$ cat config.mk
export PLATFORM = sky130hd
export DESIGN_NAME = dsbb_bridge
export DESIGN_NICKNAME = d
export VERILOG_FILES = /design/src/rtl/dsbb_pkg.sv /design/src/rtl/dsbb_sync.sv /design/src/rtl/dsbb_bridge.sv
export VERILOG_INCLUDE_DIRS = /design/src /design/src/rtl
export SDC_FILE = /design/constraint.sdc
export NUM_CORES = 1
export LEC_CHECK = 0
export BUFFER_PORTS_ARGS = -buffer_cell sky130_fd_sc_hd__buf_2
export CELL_PAD_IN_SITES_DETAIL_PLACEMENT = 0
export CELL_PAD_IN_SITES_GLOBAL_PLACEMENT = 2
export CORE_UTILIZATION = 27
export CTS_BUF_LIST = sky130_fd_sc_hd__clkbuf_2
export CTS_CLUSTER_SIZE = 20
export DETAILED_ROUTE_END_ITERATION = 8
export HOLD_SLACK_MARGIN = 0.02
export PLACE_DENSITY = 0.78
export REMOVE_ABC_BUFFERS = 1
export SLEW_MARGIN = 15
export SYNTH_ARGS = -nofsm -noshare
export SYNTH_HDL_FRONTEND = slang
export SYNTH_SLANG_ARGS = --single-unit
$ cat constraint.sdc
create_clock -name clk -period 2 [get_ports clk]
set_clock_uncertainty 0.15 [all_clocks]
set_input_delay 0.1 -clock clk [delete_from_list [all_inputs] [get_ports clk]]
set_output_delay 0.1 -clock clk [all_outputs]
set_load 0.02 [all_outputs]
$ cat src/rtl/dsbb_regs.svh
// Constants for the debug service bus bridge.
`ifndef DSBB_REGS_SVH
`define DSBB_REGS_SVH
`define DSBB_ADDR_W      36
`define DSBB_SLV_MSB     35
`define DSBB_SLV_LSB     32
`define DSBB_SLV_OCD     4'h1
`define DSBB_SLV_HSB     4'h4
`define DSBB_SLV_HSB_ALT 4'h5
`define DSBB_SLV_MSU     4'h6
`define DSBB_SIZE_BYTE   2'h0
`define DSBB_SIZE_HALF   2'h1
`define DSBB_SIZE_WORD   2'h2
`define DSBB_CLK_WAKE_CNT 4'h3
`endif

$ cat src/rtl/dsbb_pkg.sv
// Types of the debug service bus bridge.
`default_nettype none
package dsbb_pkg;
  typedef enum logic [3:0] {
    DSBB_IDLE = 4'h1,
    DSBB_WAKE = 4'h2,
    DSBB_BUS  = 4'h4,
    DSBB_DONE = 4'h8
  } dsbb_state_e;
  typedef logic [3:0] dsbb_slave_t;
endpackage
`default_nettype wire

$ cat src/rtl/dsbb_sync.sv
// Two flip-flop synchroniser for a level crossing into the system clock.
`default_nettype none
module dsbb_sync (
  // Clock and reset
  input  wire logic clk,
  input  wire logic resetn,
  // Level
  input  wire logic async_in,
  output logic      sync_out
);
  logic meta_q;
  always_ff @(posedge clk) begin
    if (!resetn) begin
      meta_q   <= 1'b0;
      sync_out <= 1'b0;
    end else begin
      meta_q   <= async_in;
      sync_out <= meta_q;
    end
  end
endmodule
`default_nettype wire

$ cat src/rtl/dsbb_bridge.sv
// Bus master bridge from the debug ports onto the service access bus.
`include "dsbb_regs.svh"
`default_nettype none
module dsbb_bridge (
  // System clock and reset
  input  wire logic        clk,
  input  wire logic        resetn,
  // Debugger request, held by the probe logic until acknowledged
  input  wire logic        dbg_clk,
  input  wire logic        jtag_req,
  input  wire logic        swire_req,
  input  wire logic [35:0] dbg_addr,
  input  wire logic [1:0]  dbg_size,
  input  wire logic        dbg_write,
  input  wire logic [31:0] dbg_wdata,
  output logic             dbg_ack,
  output logic             dbg_err,
  output logic [31:0]      dbg_rdata,
  output logic [15:0]      clk_ratio,
  // System clock control
  input  wire logic        sys_clk_running,
  output logic             sys_clk_wake_req,
  // Service access bus master
  output logic             sab_valid,
  output logic [3:0]       sab_slave,
  output logic [31:0]      sab_addr,
  output logic [1:0]       sab_size,
  output logic             sab_write,
  output logic [31:0]      sab_wdata,
  output logic             sab_sel_ocd,
  output logic             sab_sel_hsb,
  output logic             sab_sel_msu,
  input  wire logic        sab_ready,
  input  wire logic [31:0] sab_rdata
);
  logic                 jreq_s;
  logic                 sreq_s;
  logic                 dclk_s;
  logic                 dclk_prev_q;
  dsbb_pkg::dsbb_state_e state_q;
  dsbb_pkg::dsbb_state_e state_d;
  logic [35:0]          addr_q;
  logic [1:0]           size_q;
  logic                 write_q;
  logic [31:0]          wdata_q;
  logic                 err_q;
  logic [31:0]          rdata_q;
  logic [15:0]          ratio_cnt_q;
  logic [15:0]          ratio_q;
  logic [3:0]           wait_q;

  // Requests and the debugger clock cross in as levels.
  dsbb_sync u_sync_j (.clk(clk), .resetn(resetn), .async_in(jtag_req), .sync_out(jreq_s));
  dsbb_sync u_sync_s (.clk(clk), .resetn(resetn), .async_in(swire_req), .sync_out(sreq_s));
  dsbb_sync u_sync_c (.clk(clk), .resetn(resetn), .async_in(dbg_clk), .sync_out(dclk_s));

  // Address, size and data are stable while the request is high, so sampling them after
  // the synchronised request is safe.
  wire                  req_any   = jreq_s | sreq_s;
  wire                  dclk_rise = dclk_s & ~dclk_prev_q;
  wire dsbb_pkg::dsbb_slave_t slv = addr_q[`DSBB_SLV_MSB:`DSBB_SLV_LSB];
  wire                  hit_ocd   = (slv == `DSBB_SLV_OCD);
  wire                  hit_hsb   = (slv == `DSBB_SLV_HSB) | (slv == `DSBB_SLV_HSB_ALT);
  wire                  hit_msu   = (slv == `DSBB_SLV_MSU);
  wire                  mapped    = hit_ocd | hit_hsb | hit_msu;
  wire                  misalign  = ((size_q == `DSBB_SIZE_HALF) & addr_q[0]) |
                                    ((size_q == `DSBB_SIZE_WORD) & (addr_q[1:0] != 2'h0)) |
                                    (size_q == 2'h3);
  wire                  bad       = ~mapped | misalign;
  wire                  in_bus    = (state_q == dsbb_pkg::DSBB_BUS);

  always_comb begin
    state_d = state_q;
    unique case (state_q)
      dsbb_pkg::DSBB_IDLE: if (req_any) state_d = dsbb_pkg::DSBB_WAKE;
      dsbb_pkg::DSBB_WAKE: begin
        if (bad) begin
          state_d = dsbb_pkg::DSBB_DONE;
        end else if (sys_clk_running && wait_q == `DSBB_CLK_WAKE_CNT) begin
          state_d = dsbb_pkg::DSBB_BUS;
        end
      end
      dsbb_pkg::DSBB_BUS:  if (sab_ready) state_d = dsbb_pkg::DSBB_DONE;
      dsbb_pkg::DSBB_DONE: if (!req_any) state_d = dsbb_pkg::DSBB_IDLE;
      default:             state_d = dsbb_pkg::DSBB_IDLE;
    endcase
  end

  always_ff @(posedge clk) begin
    if (!resetn) begin
      state_q <= dsbb_pkg::DSBB_IDLE;
    end else begin
      state_q <= state_d;
    end
  end

  always_ff @(posedge clk) begin
    if (!resetn) begin
      addr_q  <= 36'h0_0000_0000;
      size_q  <= 2'h0;
      write_q <= 1'b0;
      wdata_q <= 32'h0000_0000;
    end else if (state_q == dsbb_pkg::DSBB_IDLE && req_any) begin
      addr_q  <= dbg_addr;
      size_q  <= dbg_size;
      write_q <= dbg_write;
      wdata_q <= dbg_wdata;
    end
  end

  // Hold off the bus until the system clock reports running for a few cycles.
  always_ff @(posedge clk) begin
    if (!resetn) begin
      wait_q <= 4'h0;
    end else if (state_q != dsbb_pkg::DSBB_WAKE || !sys_clk_running) begin
      wait_q <= 4'h0;
    end else if (wait_q != `DSBB_CLK_WAKE_CNT) begin
      wait_q <= wait_q + 4'h1;
    end
  end

  // Byte and halfword reads return zero in the unused upper lanes.
  always_ff @(posedge clk) begin
    if (!resetn) begin
      err_q   <= 1'b0;
      rdata_q <= 32'h0000_0000;
    end else if (state_q == dsbb_pkg::DSBB_WAKE && bad) begin
      err_q   <= 1'b1;
      rdata_q <= 32'h0000_0000;
    end else if (in_bus && sab_ready) begin
      err_q <= 1'b0;
      unique case (size_q)
        `DSBB_SIZE_BYTE: rdata_q <= {24'h00_0000, sab_rdata[7:0]};
        `DSBB_SIZE_HALF: rdata_q <= {16'h0000, sab_rdata[15:0]};
        default:         rdata_q <= sab_rdata;
      endcase
    end
  end

  // System clock cycles per debugger clock period, for rate tuning by the probe.
  // The edge detector is reset to the idle level of the probe clock, so no false edge follows reset.
  always_ff @(posedge clk) begin
    if (!resetn) begin
      dclk_prev_q <= 1'b0;
      ratio_cnt_q <= 16'h0000;
      ratio_q     <= 16'h0000;
    end else begin
      dclk_prev_q <= dclk_s;
      if (dclk_rise) begin
        ratio_q     <= ratio_cnt_q;
        ratio_cnt_q <= 16'h0001;
      end else if (ratio_cnt_q != 16'hFFFF) begin
        ratio_cnt_q <= ratio_cnt_q + 16'h0001;
      end
    end
  end

  // The wake request goes only to the clock generator, never to the processor.
  assign sys_clk_wake_req = (state_q != dsbb_pkg::DSBB_IDLE) | req_any;
  assign sab_valid        = in_bus;
  assign sab_slave        = slv;
  assign sab_addr         = addr_q[31:0];
  assign sab_size         = size_q;
  assign sab_write        = write_q;
  assign sab_wdata        = wdata_q;
  assign sab_sel_ocd      = in_bus & hit_ocd;
  assign sab_sel_hsb      = in_bus & hit_hsb;
  assign sab_sel_msu      = in_bus & hit_msu;
  assign dbg_ack          = (state_q == dsbb_pkg::DSBB_DONE);
  assign dbg_err          = err_q;
  assign dbg_rdata        = rdata_q;
  assign clk_ratio        = ratio_q;

  // The checks below watch the bus side and the probe-side acknowledge, error and read data; the bench also judges each access.
  a_no_bad_access: assert property (@(posedge clk) disable iff (!resetn)
    sab_valid |-> mapped && !misalign) else $error("bad access on service bus");
  a_bus_needs_clk: assert property (@(posedge clk) disable iff (!resetn)
    $rose(sab_valid) |-> $past(sys_clk_running, 1) && $past(sys_clk_running, 4)) else $error("bus without clock");
  a_hsb_decode: assert property (@(posedge clk) disable iff (!resetn)
    sab_valid && (sab_slave == 4'h4 || sab_slave == 4'h5) |-> sab_sel_hsb && !sab_sel_ocd) else $error("hsb decode");
  a_ocd_decode: assert property (@(posedge clk) disable iff (!resetn)
    sab_valid && sab_slave == 4'h1 |-> sab_sel_ocd && !sab_sel_msu) else $error("ocd decode");
  a_msu_decode: assert property (@(posedge clk) disable iff (!resetn)
    sab_valid && sab_slave == 4'h6 |-> sab_sel_msu && !sab_sel_hsb) else $error("msu decode");
  a_addr_low: assert property (@(posedge clk) disable iff (!resetn)
    sab_valid |-> sab_addr == addr_q[31:0] && $stable(sab_addr)) else $error("address unstable");
  a_err_ack: assert property (@(posedge clk) disable iff (!resetn)
    state_q == dsbb_pkg::DSBB_WAKE && bad |=> dbg_ack && dbg_err && !sab_valid) else $error("error not reported");
  a_wake_req: assert property (@(posedge clk) disable iff (!resetn)
    req_any |-> sys_clk_wake_req) else $error("no clock wake");
  a_byte_read: assert property (@(posedge clk) disable iff (!resetn)
    sab_valid && sab_ready && sab_size == 2'h0 |=> dbg_rdata[31:8] == 24'h00_0000) else $error("byte width");
  a_data_sync: assert property (@(posedge clk) disable iff (!resetn)
    $rose(req_any) && state_q == dsbb_pkg::DSBB_IDLE |=> !sab_valid) else $error("bus before sync");
  // A slave that inserts wait states relies on the request standing still until it answers.
  a_bus_hold: assert property (@(posedge clk) disable iff (!resetn)
    sab_valid && !sab_ready |=> sab_valid && $stable(sab_addr) && $stable(sab_slave) && $stable(sab_wdata))
    else $error("bus request changed before ready");
  a_half_read: assert property (@(posedge clk) disable iff (!resetn)
    sab_valid && sab_ready && sab_size == 2'h1 |=> dbg_rdata[31:16] == 16'h0000) else $error("halfword width");
  a_ack_after_bus: assert property (@(posedge clk) disable iff (!resetn)
    sab_valid && sab_ready |=> dbg_ack && !dbg_err && !sab_valid) else $error("good access not acknowledged");
  a_ack_holds: assert property (@(posedge clk) disable iff (!resetn)
    dbg_ack && req_any |=> dbg_ack) else $error("acknowledge dropped under request");
  // With the system clock stopped a mapped, aligned access waits in place rather than reaching the bus.
  a_no_bus_stopped: assert property (@(posedge clk) disable iff (!resetn)
    state_q == dsbb_pkg::DSBB_WAKE && !sys_clk_running |=> !sab_valid) else $error("bus with clock stopped");
  c_hsb_access: cover property (@(posedge clk) sab_valid && sab_ready && sab_sel_hsb);
  c_ocd_write: cover property (@(posedge clk) sab_valid && sab_write && sab_sel_ocd);
  c_error: cover property (@(posedge clk) dbg_ack && dbg_err);
  c_ratio: cover property (@(posedge clk) dclk_rise && ratio_cnt_q > 16'h0004);
  c_wake_wait: cover property (@(posedge clk) state_q == dsbb_pkg::DSBB_WAKE && !sys_clk_running);
endmodule
`default_nettype wire

==> flow_summary.yaml <==
logic_synthesis:
  synth-seq-cells: 151
  ys_dominant_reg_cell: "dfxtp_1"
  synth_area_um2: 5788
  async_flop_share: 0
  synth_cell_types: 55
  synthCells: 710
  synth_edf_count: 0
  synthTopCellsByCount: "233 x nand2_1, 151 x dfxtp_1, 133 x a21oi_1"
  netlist.area_leader.share: 0.5223
  yosysTopAreaCell: "dfxtp_1"
  yosysWarnings: 0
  synth_area_leaders: "dfxtp_1 52%, nand2_1 15%, a21oi_1 12%"
  seq_area_frac_synth: 0.5223
  syn_avg_cell_area_um2: 8.152
  synth.most_common_cell: "nand2_1"
floorplan:
  placementRows: 53
  start_util: 0.2753
  die_w_um: 148.4
  ios: 236
  die_y_um: 148.4
  die_area_um2: 22030
  fp.coreArea_um2: 21020
setup_path:
  r2r_slack_ns: 0.05
  reg2reg_to: "addr_q[35]"
  crit_arrival_ns: 1.92
  worstPathMaxFanout: 3
  crit_type: "flop to primary output"
  end_kind: "primary output"
  regToRegStartpoint: "state_q[3]"
  cp.required_ns: 1.75
  critPathLaunchType: "flop"
  rr_worst_depth: 8
timing:
  hold_viol: 0
  worst_slew_pin_slew_ns: 0.4995
  slew_headroom: 0.6662
  period_share: 1.087
  finalMaxSlewViolations: 0
  max_freq_mhz: 460.1
  final.min_clock_period_ns: 2.173
  rsz0062_at_grt: "yes"
  setup_viol: 4
  fin_ws_ns: -0.1733
  setup_tns_ns: -0.6219
drt:
  drc_errors: 0
  avgViaCountPerCell: 4.513
  postRouteWirelength_um: 20360
  vias: 6553
  first_pass_iters: 4
  wl_per_cell_um: 14.02
  drt_iter0_markers: 264
  final_antenna_net_count: 0
place:
  hpwl_um: 12040
  port_buffers: 235
  preCtsSetupSlack_ns: 0.2020
  place_congestion: 0.7554
power_and_ir_drop:
  p_leak_nw: 4.250
  max-vdd-ir-drop_mv: 0.3579
  power.density_nw_per_um2: 638.4
cts:
  cts_made_buffers: 17
  cts.sinks: 151
  htreeDepth: 4
  path_clk_slew_ns: 0.25
  cts_root_buffer: "clkbuf_2"
  cts_tree: "yes"
  clkLatencyLatePin_ns: 0.69
  clock_path_buffers: 2
finish:
  fillers: 2034
  syn2layout_area_growth_pct: 72.70
  layout.nets: 1276
  drive_above_1_share: 0.2747
min_path:
  hp-class: "primary input to flop"
  holdPathEnd: "wait_q[3]"
  hp-start: "sys_clk_running"
  holdPathStages: 4
global_routing:
  track_usage: 0.1798
  gr-total-overflow: 0
  grt_pass1_wl_um: 31600
  antenna_found_initial: 1
  first_global_vias: 6393
  grt_max_degree: 72
outcome:
  violations: "setup timing"
  outcome: "finished with violations"
run:
  max-cap-violations: 0
-- worst max path at each step --
stage / start / endpoint / slack [ns] / depth (start not counted)
after CTS: state_q[0] / sab_sel_msu / -0.28 / 4
after detailed placement: ratio_cnt_q[3] / ratio_cnt_q[9] / 0.20 / 4
after global routing: state_q[3] / sab_sel_hsb / -0.41 / 4
after global placement: state_q[0] / addr_q[9] / 0.22 / 6
after floorplan: state_q[0] / addr_q[0] / -1.63 / 4
final: state_q[3] / sab_sel_msu / -0.17 / 4
-- cell families (layout without fill, tap and decap cells) --
kind of cell,count (synthesis),in the layout,synth area share
fa+ha+maj,2,2,0.004323
xor+xnor,4,4,0.006054
buf+inv,56,522,0.04842
compound gates,170,170,0.1649
other cells,0,1,0
mux,2,2,0.003459
flops,151,151,0.5223
simple gates,325,325,0.2505
-- sequential cells by signal, indices dropped and copies added, names as in the netlist --
signal / flops
u_sync_s.meta_q: 1
dclk_prev_q: 1
wait_q: 4
dbg_err: 1
clk_ratio: 16
u_sync_c.sync_out: 1
sab_wdata: 32
u_sync_j.meta_q: 1
addr_q: 36
ratio_cnt_q: 16
u_sync_s.sync_out: 1
u_sync_j.sync_out: 1
state_q: 4
dbg_rdata: 32
sab_write: 1
sab_size: 2
u_sync_c.meta_q: 1
-- cell usage in the layout, fill, tap and decap left out, drive strengths merged, types with 6 or more instances in the layout --
cell type / netlist / layout
o21ai: 12 / 12
nand2: 233 / 233
clkbuf: 26 / 20
nand3: 31 / 31
dlygate4sd3: 0 / 219
nor2: 8 / 8
dfxtp: 151 / 151
and2: 11 / 11
a21oi: 133 / 133
nor3: 8 / 8
inv: 4 / 6
buf: 26 / 266
-- final cells by class --
| cell class | count | area (µm²) | area share |
|---|---|---|---|
| diodes | 1 | 2.502 | 0.0002503 |
| clock buffers | 18 | 90.09 | 0.009012 |
| clock inverters | 13 | 202.7 | 0.02028 |
| inverters | 4 | 15.01 | 0.001502 |
| multi-input cells | 503 | 2540 | 0.2541 |
| flip-flops and latches | 151 | 3034 | 0.3035 |
| well taps | 275 | 344.1 | 0.03442 |
| repair buffers | 487 | 3767 | 0.3769 |
-- stage by stage --
| step | instances | util | hold WS (ns) | area [µm²] | total power [mW] |
|---|---|---|---|---|---|
| after floorplan | 658 | - | 0.06359 | 5523 | 3.613 |
| after global placement | 1192 | 0.3487 | 0.1600 | 7330 | 3.988 |
| after detailed placement | 1192 | 0.3487 | 0.1587 | 7330 | 3.988 |
| after CTS | 1446 | 0.4715 | 0.02081 | 9912 | 6.453 |
| after global routing | 1452 | 0.4755 | 0.05152 | 9996 | 6.723 |
| final | 1452 | 0.4755 | 0.1431 | 9996 | 6.382 |
-- power by group --
group | switching (mW) | internal, mW | leakage (nW)
clock | 1.14 | 0.943 | 0.172
combinational | 0.531 | 0.587 | 2.85
sequential | 0.0671 | 3.12 | 1.23
total | 1.74 | 4.65 | 4.25
-- routing by layer --
layer / vias up / routed length, µm / track usage
li1: 3308 / - / -
met5: - / 0 / 0
met2: 201 / 9538 / 0.3035
met3: 23 / 1237 / 0.04816
met1: 3021 / 9213 / 0.2191
met4: 0 / 369 / 0.06392
-- critical path: stages (launching register included) --
cell,delay [ns]
dfxtp_4,0.41
nor4b_4,0.30
nand2b_1,0.15
nor3_1,0.19
buf_4,0.18
-- what timing repair did --
action                                  4_1_cts  5_1_grt
gates resized for setup                      18        9
hold buffers                                218        1
pin swaps                                     3        3
setup buffers                                 5        1
gates cloned                                  0        4
endpoints found under the hold margin       151        1
endpoints found under the setup margin        6       18
Note: power is estimated with default switching activity, not from simulation.
